**config.mk**
```make
export PLATFORM = sky130hd
export DESIGN_NAME = psk_tx_host
export DESIGN_NICKNAME = d
export VERILOG_FILES = /design/src/rtl/psk_tx_host_pkg.sv /design/src/rtl/psk_tx_host.sv
export SDC_FILE = /design/constraint.sdc
export NUM_CORES = 1
export LEC_CHECK = 0
export BUFFER_PORTS_ARGS = -buffer_cell sky130_fd_sc_hd__buf_2
export CORE_MARGIN = 1.5
export CORE_UTILIZATION = 35
export CTS_CLUSTER_DIAMETER = 60
export DETAILED_ROUTE_END_ITERATION = 6
export MAX_ROUTING_LAYER = met4
export PLACE_DENSITY = 0.57
export SLEW_MARGIN = 10
export SYNTH_ARGS = -nofsm -noshare
export SYNTH_HDL_FRONTEND = slang
export SYNTH_SLANG_ARGS = --single-unit
```
**constraint.sdc**
```tcl
create_clock -name clk -period 3.7 [get_ports clk]
set_input_delay 0.37 -clock clk [delete_from_list [all_inputs] [get_ports clk]]
set_output_delay 0.37 -clock clk [all_outputs]
set_load 0.01 [all_outputs]
```
**src/rtl/psk_tx_host_pkg.sv**
```systemverilog
// Package for the PSK transmit host controller.
// Holds the modem's register map as seen from outside, our own register map,
// timing figures and the carrier struct for the outgoing serial link pins.
package psk_tx_host_pkg;

  // Clock rate and documented times.
  localparam int CLK_HZ = 20_000_000;
  localparam int WAKE_MS = 20;
  localparam int WAKE_CYCLES = (CLK_HZ / 1000) * WAKE_MS;
  localparam int MS_CYCLES = CLK_HZ / 1000;

  // Serial link: cycles per half period of the serial clock, and bits per frame.
  localparam logic [3:0] LINK_HALF = 4'h4;
  localparam logic [4:0] LINK_BITS = 5'h10;

  // Modem registers reached over the serial link.
  localparam logic [7:0] DEV_SETUP = 8'he0;
  localparam logic [7:0] DEV_GAIN = 8'he2;
  localparam logic [7:0] DEV_TXBYTE = 8'he3;
  localparam logic [7:0] DEV_TXMODE = 8'he7;
  localparam logic [7:0] DEV_TONES = 8'hec;
  localparam logic [7:0] DEV_MASK = 8'hee;
  localparam logic [7:0] DEV_FLAGS = 8'hef;

  // Modem field positions and values.
  localparam int FLAG_TXREADY = 1;
  localparam int FLAG_UNDERFLOW = 2;
  localparam int FLAG_RINGCHG = 6;
  localparam int TONE_RING = 6;
  localparam logic [7:0] MASK_TX = 8'h06;
  localparam logic [7:0] TXMODE_ON = 8'h01;
  localparam logic [7:0] TXMODE_OFF = 8'h00;

  // Our own registers, word index on the software port.
  localparam logic [3:0] REG_CTRL = 4'h0;
  localparam logic [3:0] REG_SETUP = 4'h1;
  localparam logic [3:0] REG_GAIN = 4'h2;
  localparam logic [3:0] REG_TXDATA = 4'h3;
  localparam logic [3:0] REG_STATUS = 4'h4;
  localparam logic [3:0] REG_EVENTS = 4'h5;
  localparam logic [3:0] REG_EVCLR = 4'h6;
  localparam logic [3:0] REG_EVEN = 4'h7;
  localparam logic [3:0] REG_RINGTIME = 4'h8;

  // Control bits and event bits.
  localparam int CTRL_START = 0;
  localparam int CTRL_STOP = 1;
  localparam int CTRL_ZEROPWR = 2;
  localparam int EV_TAKEN = 0;
  localparam int EV_UNDERFLOW = 1;
  localparam int EV_RINGEND = 2;
  localparam int EV_STOPPED = 3;

  localparam logic [7:0] SETUP_RESET = 8'h00;
  localparam logic [7:0] GAIN_RESET = 8'h00;

  typedef struct packed {
    logic serialClk;
    logic selectLow;
    logic cmdData;
  } link_out_t;

endpackage

```
**src/rtl/psk_tx_host.sv**
```systemverilog
// Host controller that runs the modem's PSK transmit sequence.
// Assumes the modem answers a 16-bit serial frame (address byte, then a data
// byte written or read back) and drives an active-low interrupt pin.

//////////////////////////////////////////////////////////////////////////////

module psk_tx_host
  #(
    parameter int WakeCycles = psk_tx_host_pkg::WAKE_CYCLES, // zero-power wait
    parameter int MsCycles = psk_tx_host_pkg::MS_CYCLES // ring timer tick
  )
  (
    input wire logic clk, // 20 MHz clock
    input wire logic rst_b, // async reset, active low
    input wire logic [3:0] addr, // register index
    input wire logic [7:0] wdata, // write data
    input wire logic wr, // write strobe
    input wire logic rd, // read strobe
    output logic [7:0] rdata, // read data, cycle after rd
    output logic irq, // level interrupt, active high
    output psk_tx_host_pkg::link_out_t linkOut, // serial link outputs
    input wire logic replyData, // serial reply from modem
    input wire logic interrupt_request_low // modem interrupt, active low
  );
  import psk_tx_host_pkg::*;

  typedef enum {
    S_IDLE, S_WAKE, S_GAIN, S_FIRST, S_CLEAR, S_MASK, S_ENABLE,
    S_WAIT, S_EVAL, S_TONES, S_READY, S_LOAD, S_XFER
  } seq_state_t;

  //////////////////////////////////////////////////////////////////////////
  // Input synchronisers.

  logic replyMeta;
  logic replySync;
  logic irqMeta;
  logic irqSync_b;

  always_ff @(posedge clk or negedge rst_b)
  begin
    if (!rst_b)
    begin
      replyMeta <= 1'b0;
      replySync <= 1'b0;
      irqMeta <= 1'b1;
      irqSync_b <= 1'b1;
    end
    else
    begin
      replyMeta <= replyData;
      replySync <= replyMeta;
      irqMeta <= interrupt_request_low;
      irqSync_b <= irqMeta;
    end
  end

  //////////////////////////////////////////////////////////////////////////
  // Serial engine: one address byte then one data byte, MSB first.
  // The reply is sampled at the end of each high phase; the half period of
  // four cycles leaves room for the two-stage synchroniser delay.

  logic xferStart;
  logic [7:0] xferAddr;
  logic [7:0] xferData;
  logic busy;
  logic sclk;
  logic [3:0] halfCnt;
  logic [4:0] bitCnt;
  logic [15:0] shiftOut;
  logic [7:0] rxShift;
  logic xferDone;

  always_ff @(posedge clk or negedge rst_b)
  begin
    if (!rst_b)
    begin
      busy <= 1'b0;
      sclk <= 1'b0;
      halfCnt <= 4'h0;
      bitCnt <= 5'h0;
      shiftOut <= 16'h0000;
      rxShift <= 8'h00;
      xferDone <= 1'b0;
    end
    else
    begin
      xferDone <= 1'b0;
      if (xferStart)
      begin
        busy <= 1'b1;
        sclk <= 1'b0;
        halfCnt <= 4'h0;
        bitCnt <= 5'h0;
        shiftOut <= {xferAddr, xferData};
      end
      else if (busy)
      begin
        if (halfCnt == LINK_HALF - 4'h1)
        begin
          halfCnt <= 4'h0;
          if (!sclk)
          begin
            sclk <= 1'b1;
          end
          else
          begin
            sclk <= 1'b0;
            rxShift <= {rxShift[6:0], replySync};
            shiftOut <= {shiftOut[14:0], 1'b0};
            if (bitCnt == LINK_BITS - 5'h1)
            begin
              busy <= 1'b0;
              xferDone <= 1'b1;
            end
            else
            begin
              bitCnt <= bitCnt + 5'h1;
            end
          end
        end
        else
        begin
          halfCnt <= halfCnt + 4'h1;
        end
      end
    end
  end

  assign linkOut.serialClk = sclk;
  assign linkOut.selectLow = ~busy;
  assign linkOut.cmdData = shiftOut[15];

  //////////////////////////////////////////////////////////////////////////
  // Software registers.

  logic [7:0] setup_reg;
  logic [7:0] gain_reg;
  logic [7:0] txData_reg;
  logic [7:0] evEnable_reg;
  logic zeroPower_reg;
  logic dataValid_reg;
  logic startReq_reg;
  logic stopReq_reg;
  logic byteTaken;
  logic startTaken;
  logic stopTaken;
  logic wrCtrl;

  assign wrCtrl = wr && addr == REG_CTRL;

  always_ff @(posedge clk or negedge rst_b)
  begin
    if (!rst_b)
    begin
      setup_reg <= SETUP_RESET;
      gain_reg <= GAIN_RESET;
      txData_reg <= 8'h00;
      evEnable_reg <= 8'h00;
      zeroPower_reg <= 1'b0;
    end
    else if (wr)
    begin
      case (addr)
        REG_CTRL: zeroPower_reg <= wdata[CTRL_ZEROPWR];
        REG_SETUP: setup_reg <= wdata;
        REG_GAIN: gain_reg <= wdata;
        REG_TXDATA: txData_reg <= wdata;
        REG_EVEN: evEnable_reg <= wdata;
        default: ;
      endcase
    end
  end

  // A new request in the cycle it is taken wins over the take.
  always_ff @(posedge clk or negedge rst_b)
  begin
    if (!rst_b)
    begin
      dataValid_reg <= 1'b0;
      startReq_reg <= 1'b0;
      stopReq_reg <= 1'b0;
    end
    else
    begin
      dataValid_reg <= (wr && addr == REG_TXDATA) ||
        (dataValid_reg && !byteTaken);
      startReq_reg <= (wrCtrl && wdata[CTRL_START]) ||
        (startReq_reg && !startTaken);
      stopReq_reg <= (wrCtrl && wdata[CTRL_STOP]) ||
        (stopReq_reg && !stopTaken);
    end
  end

  //////////////////////////////////////////////////////////////////////////
  // Transmit sequencer.

  seq_state_t state;
  seq_state_t retState;
  logic [18:0] wakeCnt;
  logic [7:0] flags_reg;
  logic ringLevel_reg;
  logic [7:0] evSet;

  always_ff @(posedge clk or negedge rst_b)
  begin
    if (!rst_b)
    begin
      state <= S_IDLE;
      retState <= S_IDLE;
      xferStart <= 1'b0;
      xferAddr <= 8'h00;
      xferData <= 8'h00;
      wakeCnt <= 19'h0;
      flags_reg <= 8'h00;
      ringLevel_reg <= 1'b0;
      byteTaken <= 1'b0;
      startTaken <= 1'b0;
      stopTaken <= 1'b0;
      evSet <= 8'h00;
    end
    else
    begin
      xferStart <= 1'b0;
      byteTaken <= 1'b0;
      startTaken <= 1'b0;
      stopTaken <= 1'b0;
      evSet <= 8'h00;
      case (state)
        S_IDLE:
        begin
          wakeCnt <= 19'h0;
          if (startReq_reg)
          begin
            startTaken <= 1'b1;
            xferStart <= 1'b1;
            xferAddr <= DEV_SETUP;
            xferData <= setup_reg;
            retState <= S_WAKE;
            state <= S_XFER;
          end
        end
        S_WAKE:
        begin
          // Leaving zero power needs the full settling wait first.
          if (!zeroPower_reg || wakeCnt >= 19'(WakeCycles - 1))
          begin
            state <= S_GAIN;
          end
          else
          begin
            wakeCnt <= wakeCnt + 19'h1;
          end
        end
        S_GAIN:
        begin
          xferStart <= 1'b1;
          xferAddr <= DEV_GAIN;
          xferData <= gain_reg;
          retState <= S_FIRST;
          state <= S_XFER;
        end
        S_FIRST:
        begin
          if (dataValid_reg)
          begin
            byteTaken <= 1'b1;
            xferStart <= 1'b1;
            xferAddr <= DEV_TXBYTE;
            xferData <= txData_reg;
            retState <= S_CLEAR;
            state <= S_XFER;
          end
        end
        S_CLEAR:
        begin
          xferStart <= 1'b1;
          xferAddr <= DEV_FLAGS;
          xferData <= 8'h00;
          retState <= S_MASK;
          state <= S_XFER;
        end
        S_MASK:
        begin
          xferStart <= 1'b1;
          xferAddr <= DEV_MASK;
          xferData <= MASK_TX;
          retState <= S_ENABLE;
          state <= S_XFER;
        end
        S_ENABLE:
        begin
          xferStart <= 1'b1;
          xferAddr <= DEV_TXMODE;
          xferData <= TXMODE_ON;
          retState <= S_WAIT;
          state <= S_XFER;
        end
        S_WAIT:
        begin
          if (stopReq_reg)
          begin
            stopTaken <= 1'b1;
            evSet[EV_STOPPED] <= 1'b1;
            xferStart <= 1'b1;
            xferAddr <= DEV_TXMODE;
            xferData <= TXMODE_OFF;
            retState <= S_IDLE;
            state <= S_XFER;
          end
          else if (!irqSync_b)
          begin
            // The read both reveals the cause and drops the interrupt.
            xferStart <= 1'b1;
            xferAddr <= DEV_FLAGS;
            xferData <= 8'h00;
            retState <= S_EVAL;
            state <= S_XFER;
          end
        end
        S_EVAL:
        begin
          flags_reg <= rxShift;
          evSet[EV_UNDERFLOW] <= rxShift[FLAG_UNDERFLOW];
          if (rxShift[FLAG_RINGCHG])
          begin
            xferStart <= 1'b1;
            xferAddr <= DEV_TONES;
            xferData <= 8'h00;
            retState <= S_TONES;
            state <= S_XFER;
          end
          else
          begin
            state <= S_READY;
          end
        end
        S_TONES:
        begin
          ringLevel_reg <= rxShift[TONE_RING];
          state <= S_READY;
        end
        S_READY:
        begin
          state <= flags_reg[FLAG_TXREADY] ? S_LOAD : S_WAIT;
        end
        S_LOAD:
        begin
          // Without data the modem sends mark; flags wait until we return.
          if (stopReq_reg)
          begin
            state <= S_WAIT;
          end
          else if (dataValid_reg)
          begin
            byteTaken <= 1'b1;
            evSet[EV_TAKEN] <= 1'b1;
            xferStart <= 1'b1;
            xferAddr <= DEV_TXBYTE;
            xferData <= txData_reg;
            retState <= S_WAIT;
            state <= S_XFER;
          end
        end
        S_XFER:
        begin
          if (xferDone)
          begin
            state <= retState;
          end
        end
        default: state <= S_IDLE;
      endcase
    end
  end

  //////////////////////////////////////////////////////////////////////////
  // Ring timing in milliseconds while the ring-present bit last read high.
  // Resolution is limited by how often the flags are polled.

  logic [15:0] msCnt;
  logic [15:0] ringCnt;
  logic [15:0] ringTime_reg;
  logic ringPrev;

  always_ff @(posedge clk or negedge rst_b)
  begin
    if (!rst_b)
    begin
      msCnt <= 16'h0;
      ringCnt <= 16'h0;
      ringTime_reg <= 16'h0;
      ringPrev <= 1'b0;
    end
    else
    begin
      ringPrev <= ringLevel_reg;
      if (msCnt >= 16'(MsCycles - 1))
      begin
        msCnt <= 16'h0;
      end
      else
      begin
        msCnt <= msCnt + 16'h1;
      end
      if (ringPrev && !ringLevel_reg)
      begin
        ringTime_reg <= ringCnt;
        ringCnt <= 16'h0;
      end
      else if (ringLevel_reg && msCnt == 16'h0 && ringCnt != 16'hffff)
      begin
        ringCnt <= ringCnt + 16'h1;
      end
    end
  end

  //////////////////////////////////////////////////////////////////////////
  // Events, interrupt and read port.

  logic [7:0] events_reg;
  logic [7:0] evAll;
  logic [7:0] evClr;

  assign evAll = {evSet[7:3], ringPrev && !ringLevel_reg, evSet[1:0]};
  assign evClr = (wr && addr == REG_EVCLR) ? wdata : 8'h00;

  always_ff @(posedge clk or negedge rst_b)
  begin
    if (!rst_b)
    begin
      events_reg <= 8'h00;
    end
    else
    begin
      events_reg <= (events_reg & ~evClr) | evAll;
    end
  end

  assign irq = |(events_reg & evEnable_reg);

  always_ff @(posedge clk or negedge rst_b)
  begin
    if (!rst_b)
    begin
      rdata <= 8'h00;
    end
    else if (rd)
    begin
      case (addr)
        REG_CTRL: rdata <= {5'h0, zeroPower_reg, stopReq_reg, startReq_reg};
        REG_SETUP: rdata <= setup_reg;
        REG_GAIN: rdata <= gain_reg;
        REG_TXDATA: rdata <= txData_reg;
        REG_STATUS: rdata <= {4'h0, ringLevel_reg, dataValid_reg, busy,
          state != S_IDLE};
        REG_EVENTS: rdata <= events_reg;
        REG_EVEN: rdata <= evEnable_reg;
        REG_RINGTIME: rdata <= ringTime_reg[7:0];
        default: rdata <= 8'h00;
      endcase
    end
    else
    begin
      rdata <= 8'h00;
    end
  end

endmodule

```
==> results of run 1 <==
-- placed cells by master, fill, tap and decap left out, drive strengths merged, types with 5 or more instances in the layout --
| cell type | Yosys | layout |
|---|---|---|
| ha | 7 | 7 |
| and2 | 6 | 6 |
| dfrtp | 206 | 206 |
| mux2i | 23 | 23 |
| nand3 | 30 | 30 |
| a221o | 7 | 7 |
| buf | 13 | 38 |
| a22o | 7 | 7 |
| and3 | 31 | 31 |
| nor3 | 12 | 12 |
| a22oi | 16 | 16 |
| a21oi | 39 | 39 |
| nand4 | 13 | 13 |
| mux2 | 57 | 57 |
| o21ai | 41 | 41 |
| conb | 1 | 29 |
| inv | 23 | 23 |
| bufinv | 0 | 5 |
| nor4 | 16 | 16 |
| a21o | 7 | 7 |
| nand2b | 5 | 5 |
| nor2b | 7 | 7 |
| clkbuf | 24 | 32 |
| xor2 | 24 | 24 |
| xnor2 | 8 | 8 |
| a31oi | 17 | 17 |
| a211oi | 5 | 5 |
| nand2 | 87 | 87 |
| a221oi | 6 | 6 |
| nor2 | 87 | 87 |
| a21boi | 5 | 5 |
-- cells by family (layout without fill, tap and decap cells) --
group / count (synthesis) / after routing / synth area share (%)
AOI/OAI and AO/OA: 174 / 174 / 12.5
xor gates and xnor gates: 32 / 32 / 2.96
other: 1 / 29 / 0.0396
adders and majority gates: 7 / 7 / 0.924
and+or+nand+nor: 312 / 312 / 16.3
buffers and inverters: 60 / 108 / 3.09
muxes: 80 / 80 / 9.21
DFF: 208 / 208 / 55.0
-- power groups by stage --
| stage | logic, mW | clock network, mW | registers (mW) |
|---|---|---|---|
| after detailed placement | 0.300 | 0 | 2.52 |
| final | 0.297 | 2.63 | 2.48 |
| after global placement | 0.297 | 0 | 2.52 |
| after CTS | 0.303 | 2.71 | 2.48 |
| after floorplan | 0.188 | 0 | 2.48 |
| after global routing | 0.337 | 2.81 | 2.49 |
-- critical path: stages, from the launching register on --
cell and delay (ns):
dfrtp_1 0.73, nand2_1 0.34, nor3b_1 0.41, a211oi_1 0.12, o21ai_2 0.48, buf_4 0.28, a21oi_1 0.05, a21o_1 0.16
-- through the flow --
step / area (sq um) / cells / worst slack, ns
floorplan: 9580 / 902 / 1.63
detailed placement: 10000 / 1244 / 1.07
global route: 11000 / 1291 / 0.750
CTS: 11000 / 1291 / 1.04
global placement: 10000 / 1244 / 1.16
finish: 11000 / 1291 / 1.01
-- layer usage --
metal / global-route usage, % / up-vias
met4: 5.05 / 0
met1: 22.5 / 3338
met3: 2.39 / 44
li1: - / 3221
met2: 22.7 / 146
met5: - / -
-- worst paths after layout --
kind | start | to | slack, ns | cells after the start
min in group asynchronous | rst_b | halfCnt[3] | 0.49 | 2
setup / recovery | state[1] | retState[0] | 1.01 | 7
hold / removal | wdata[6] | events_reg[6] | 0.10 | 2
setup reg to reg | state[1] | retState[0] | 1.01 | 7
hold reg to reg | replyMeta | replySync | 0.34 | 0
max in group asynchronous | rst_b | msCnt[4] | 2.30 | 3
-- cell type report --
class | count | area [sq um] | share of cell area, %
repair buffers | 41 | 265 | 2.42
flip-flops and latches | 208 | 5210 | 47.5
well taps | 341 | 427 | 3.89
multi-input cells | 634 | 4080 | 37.2
clock buffers | 32 | 702 | 6.40
inverters | 23 | 86.3 | 0.787
clock inverters | 12 | 200 | 1.83
-- repair_timing --
item | 4_1_cts | 5_1_grt
hold buffers | 3 | 0
buffers inserted | 0 | 0
hold endpoints to repair | 91 | 0
gates resized for setup | 0 | 0
==> results.json, run 1 <==
{
  "rows": 60,
  "dr.max_layer_used": "met4",
  "largest_reg_flops": 32,
  "grt_pass1_vias": 6429,
  "fin_util_pct": 41.0,
  "clock_sinks": 208,
  "finClkSkew_ns": 0.0118,
  "holdWs_ns": 0.102,
  "synth_area_leaders": "dfrtp_1 (54%), mux2_2 (6.8%), nor2_1 (3.4%), nand2_1 (3.4%), mux2i_1 (2.4%)",
  "p_int_mw": 4.21,
  "grt_max_degree": 93,
  "dp_hpwl_um": 14100,
  "synth.top_cell.area_share_pct": 54.4,
  "top_regs": "state x32, wakeCnt x19",
  "maxSlewHeadroom_pct": 27.3,
  "synth_top_area_cell": "dfrtp_1",
  "combPwrFrac_pct": 5.5,
  "clockRootBuffer": "clkbuf_16",
  "core_sq_um": 26700,
  "wl_met1_um": 10100,
  "crit_path_end_kind": "register",
  "swShare_pct": 22.3,
  "synth_cells": 874,
  "grt_overflow_total": 0,
  "place.gp.congestion": 0.891,
  "path_class": "register to register",
  "clk_pin_slew_ns": 0.06,
  "dr_total_vias": 6749,
  "antenna_found_initial": 0,
  "cp_max_fo": 19,
  "drv_cap": 0,
  "synth.avg_cell_area_sq_um": 10.8,
  "grt_pass1_wl_um": 34800,
  "ys_ff_latch": 208,
  "seq_area_frac_synth_pct": 55.0,
  "cts_buffers": 24,
  "clk_latency_ns": 0.52,
  "n_antenna_cell": 0,
  "clock_tree.buffer_depth": 3,
  "fin_setup_tns_ns": 0,
  "min_path_type": "input pin to register",
  "p_clk_share_pct": 48.6,
  "ir_drop_mv": 0.408,
  "crit_arrival_ns": 3.09,
  "power.leakage_nw": 5.11,
  "dieArea_sq_um": 28100,
  "netlist_area_sq_um": 9470,
  "timing.fmax_mhz": 372,
  "layout-drive-gt1-share_pct": 16.6,
  "portBuffers": 29,
  "yosysMostFrequentCell": "dfrtp_1",
  "drtIter0Drc": 438,
  "drcViolationCount": 0,
  "viasPerCell": 5.23,
  "cts_tree": "done",
  "total_power_mw": 5.41,
  "required_ns": 4.10,
  "synth_ff_type": "dfrtp_1",
  "yosysWarnings": 0,
  "synth.distinct_cells": 76,
  "async_flop_share_pct": 100,
  "htree_levels": 1,
  "nFillCells": 2622,
  "p_sw_mw": 1.21,
  "chipHeight_um": 168,
  "top_register": "state",
  "setup_violations": 0,
  "finalHoldViolations": 0,
  "fin_nets": 957,
  "rsz0062_at_grt": "no",
  "io_pins": 30,
  "period_needed_ns": 2.69,
  "grt.total_usage_pct": 15.7,
  "dr_wl_met2_um": 9390,
  "period_share_pct": 72.6,
  "synth_edf_count": 0,
  "outcome": "finished, final reports clean",
  "post_drt_wl_per_cell_um": 16.2,
  "drtPass1Iterations": 5,
  "worstMarginPinSlew_ns": 1.08,
  "floorplan.initialDensity_pct": 35.4,
  "synth_common_cells": "dfrtp_1 (206), nor2_1 (87), nand2_1 (86)",
  "fp.dieW_um": 168,
  "seqPwrFrac_pct": 45.9,
  "startpoint_type": "register",
  "met3_length_um": 912,
  "area_delta_synth_final_pct": 15.8,
  "totalWireLength_um": 20900,
  "antenna_left": 0,
  "pwr_density_cell_nw_per_um2": 493,
  "report.final.slew_viol_count": 0
}
(Power assumes the default switching activity.)
==> inputs of run 2 (changes only) <==
==> constraint.sdc (replaced) <==
create_clock -name clk -period 2.6 [get_ports clk]
set_input_delay 0.26 -clock clk [delete_from_list [all_inputs] [get_ports clk]]
set_output_delay 0.26 -clock clk [all_outputs]
set_load 0.01 [all_outputs]
==> run 2 against run 1 <==
Against the previous run:
- setup slack got worse by 0.77 ns
- register-to-register slack worse by 0.77 ns
- design area up 0.39%
- clock skew grew 0.0034 ns
- total power rose by 36%
- die area is the same
- worst hold slack got worse by 0.072 ns
- utilization increased by 0.16 points
- first-iteration DRC count down 4.1%
- count of clock-buffer cells in the layout unchanged
- combinational power up 45%
- sequential cell count unchanged
- critical path type unchanged
- critical endpoint is now wakeCnt[9]
==> results.json, run 2 (same netlist as run 1, synthesis figures left out) <==
{
  "layout_commonest_cell": "dfrtp_1",
  "postLayoutCellArea_sq_um": 11000,
  "path_class": "register to register",
  "total_power_mw": 7.37,
  "seqPwrFrac_pct": 47.9,
  "cts_tree": "done",
  "area_delta_synth_final_pct": 16.2,
  "largest_reg_flops": 32,
  "top_register": "state",
  "cp_max_fo": 9,
  "rsz0062_at_grt": "no",
  "met3_length_um": 848,
  "fin_setup_tns_ns": 0,
  "timing.fmax_mhz": 424,
  "finClkSkew_ns": 0.0152,
  "slowest_stage": "a211o_1",
  "fin_util_pct": 41.2,
  "power.leakage_nw": 5.17,
  "postPlaceCellArea_sq_um": 10200,
  "drtPass1Iterations": 6,
  "min_path_type": "input pin to register",
  "period_needed_ns": 2.36,
  "portBuffers": 29,
  "p_clk_share_pct": 46.3,
  "htree_levels": 1,
  "clk_pin_slew_ns": 0.06,
  "crit_path_end_kind": "register",
  "swShare_pct": 22.8,
  "worstMarginPinSlew_ns": 0.715,
  "ir_drop_mv": 0.527,
  "dr.max_layer_used": "met4",
  "dr_wl_met2_um": 9900,
  "finalHoldViolations": 0,
  "holdBufCountCts": 4,
  "period_share_pct": 90.7,
  "core_sq_um": 26700,
  "maxSlewHeadroom_pct": 52.3,
  "rows": 60,
  "chipHeight_um": 168,
  "cp_slowest_stage_delay_ns": 0.45,
  "floorplan.initialDensity_pct": 35.4,
  "post_drt_wl_per_cell_um": 16.1,
  "cts_buffers": 24,
  "grt_max_degree": 95,
  "outcome": "finished, final reports clean",
  "wl_met1_um": 9840,
  "viasPerCell": 5.23,
  "totalWireLength_um": 21100,
  "dieArea_sq_um": 28100,
  "fin_nets": 974,
  "drtIter0Drc": 420,
  "final_cell_mix": "dfrtp_1 (206), nor2_1 (87), nand2_1 (86)",
  "startpoint_type": "register",
  "top_regs": "state x32, wakeCnt x19",
  "post_cts_resized": 0,
  "place.gp.congestion": 0.896,
  "combPwrFrac_pct": 5.9,
  "grt.total_usage_pct": 15.8,
  "clk_latency_ns": 0.52,
  "antenna_found_initial": 1,
  "layout-drive-gt1-share_pct": 17.8,
  "grt_overflow_total": 0,
  "report.final.slew_viol_count": 0,
  "pwr_density_cell_nw_per_um2": 669,
  "required_ns": 3.00,
  "nFillCells": 2639,
  "post_cts_buffers": 0,
  "grt_pass1_wl_um": 34800,
  "path_cells": "nor4_1 -> and4_2 -> and2_1 -> nand2_1 -> a211o_1 -> a221o_1",
  "clock_tree.buffer_depth": 3,
  "crit_arrival_ns": 2.76,
  "antenna_left": 0,
  "fp.dieW_um": 168,
  "dr_total_vias": 6834,
  "drv_cap": 0,
  "grt_pass1_vias": 6657,
  "io_pins": 30,
  "p_int_mw": 5.69,
  "setup_violations": 0,
  "dp_hpwl_um": 14500,
  "clock_sinks": 208,
  "clockRootBuffer": "clkbuf_16",
  "drcViolationCount": 0,
  "p_sw_mw": 1.68
}
[run 2: power groups by stage]
stage	Sequential (mW)	Clock [mW]	Combinational, mW
2_1_floorplan	3.53	0	0.268
3_3_place_gp	3.58	0	0.429
3_5_place_dp	3.59	0	0.434
4_1_cts	3.53	3.51	0.440
5_1_grt	3.54	3.64	0.490
6_report	3.53	3.41	0.431
[run 2: layout make-up]
cell class              count  area, sq um  share of cell area, %
flip-flops and latches    208         5210                   47.3
multi-input cells         634         4080                   37.1
well taps                 341          427                   3.87
clock buffers              32          702                   6.37
diodes                      1         2.50                 0.0227
inverters                  23         86.3                  0.784
clock inverters            10          110                   1.00
repair buffers             58          395                   3.59
[run 2: routing by layer]
metal / GRT usage, % / up-vias
met2: 24.8 / 151
li1: - / 3258
met5: - / -
met4: 5.05 / 0
met3: 2.22 / 35
met1: 21.1 / 3390
[run 2: final timing paths]
path / from / endpoint / slack, ns / depth (start not counted)
worst max-delay path: state[12] / wakeCnt[9] / 0.24 / 6
worst min-delay path: wdata[5] / events_reg[5] / 0.03 / 2
worst max register to register: state[12] / wakeCnt[9] / 0.24 / 6
worst min register to register: replyMeta / replySync / 0.36 / 0
max in group asynchronous: rst_b / irqSync_b / 1.48 / 3
min in group asynchronous: rst_b / halfCnt[2] / 0.36 / 2
[run 2: critical path: cells and delay by family, from the launching register on]
family	cells	cell delay, ns
AND/OR/NAND/NOR	4	1.04
flip-flops	1	0.36
AO/OA/AOI/OAI	2	0.84
[run 2: per-stage QoR]
stage               hold WS, ns  setup slack [ns]  std cells
detailed placement        0.333             0.196       1260
global route             0.0489             0.102       1307
floorplan               -0.0356             0.534        902
finish                   0.0299             0.243       1307
CTS                      0.0151             0.207       1306
global placement          0.342             0.256       1260
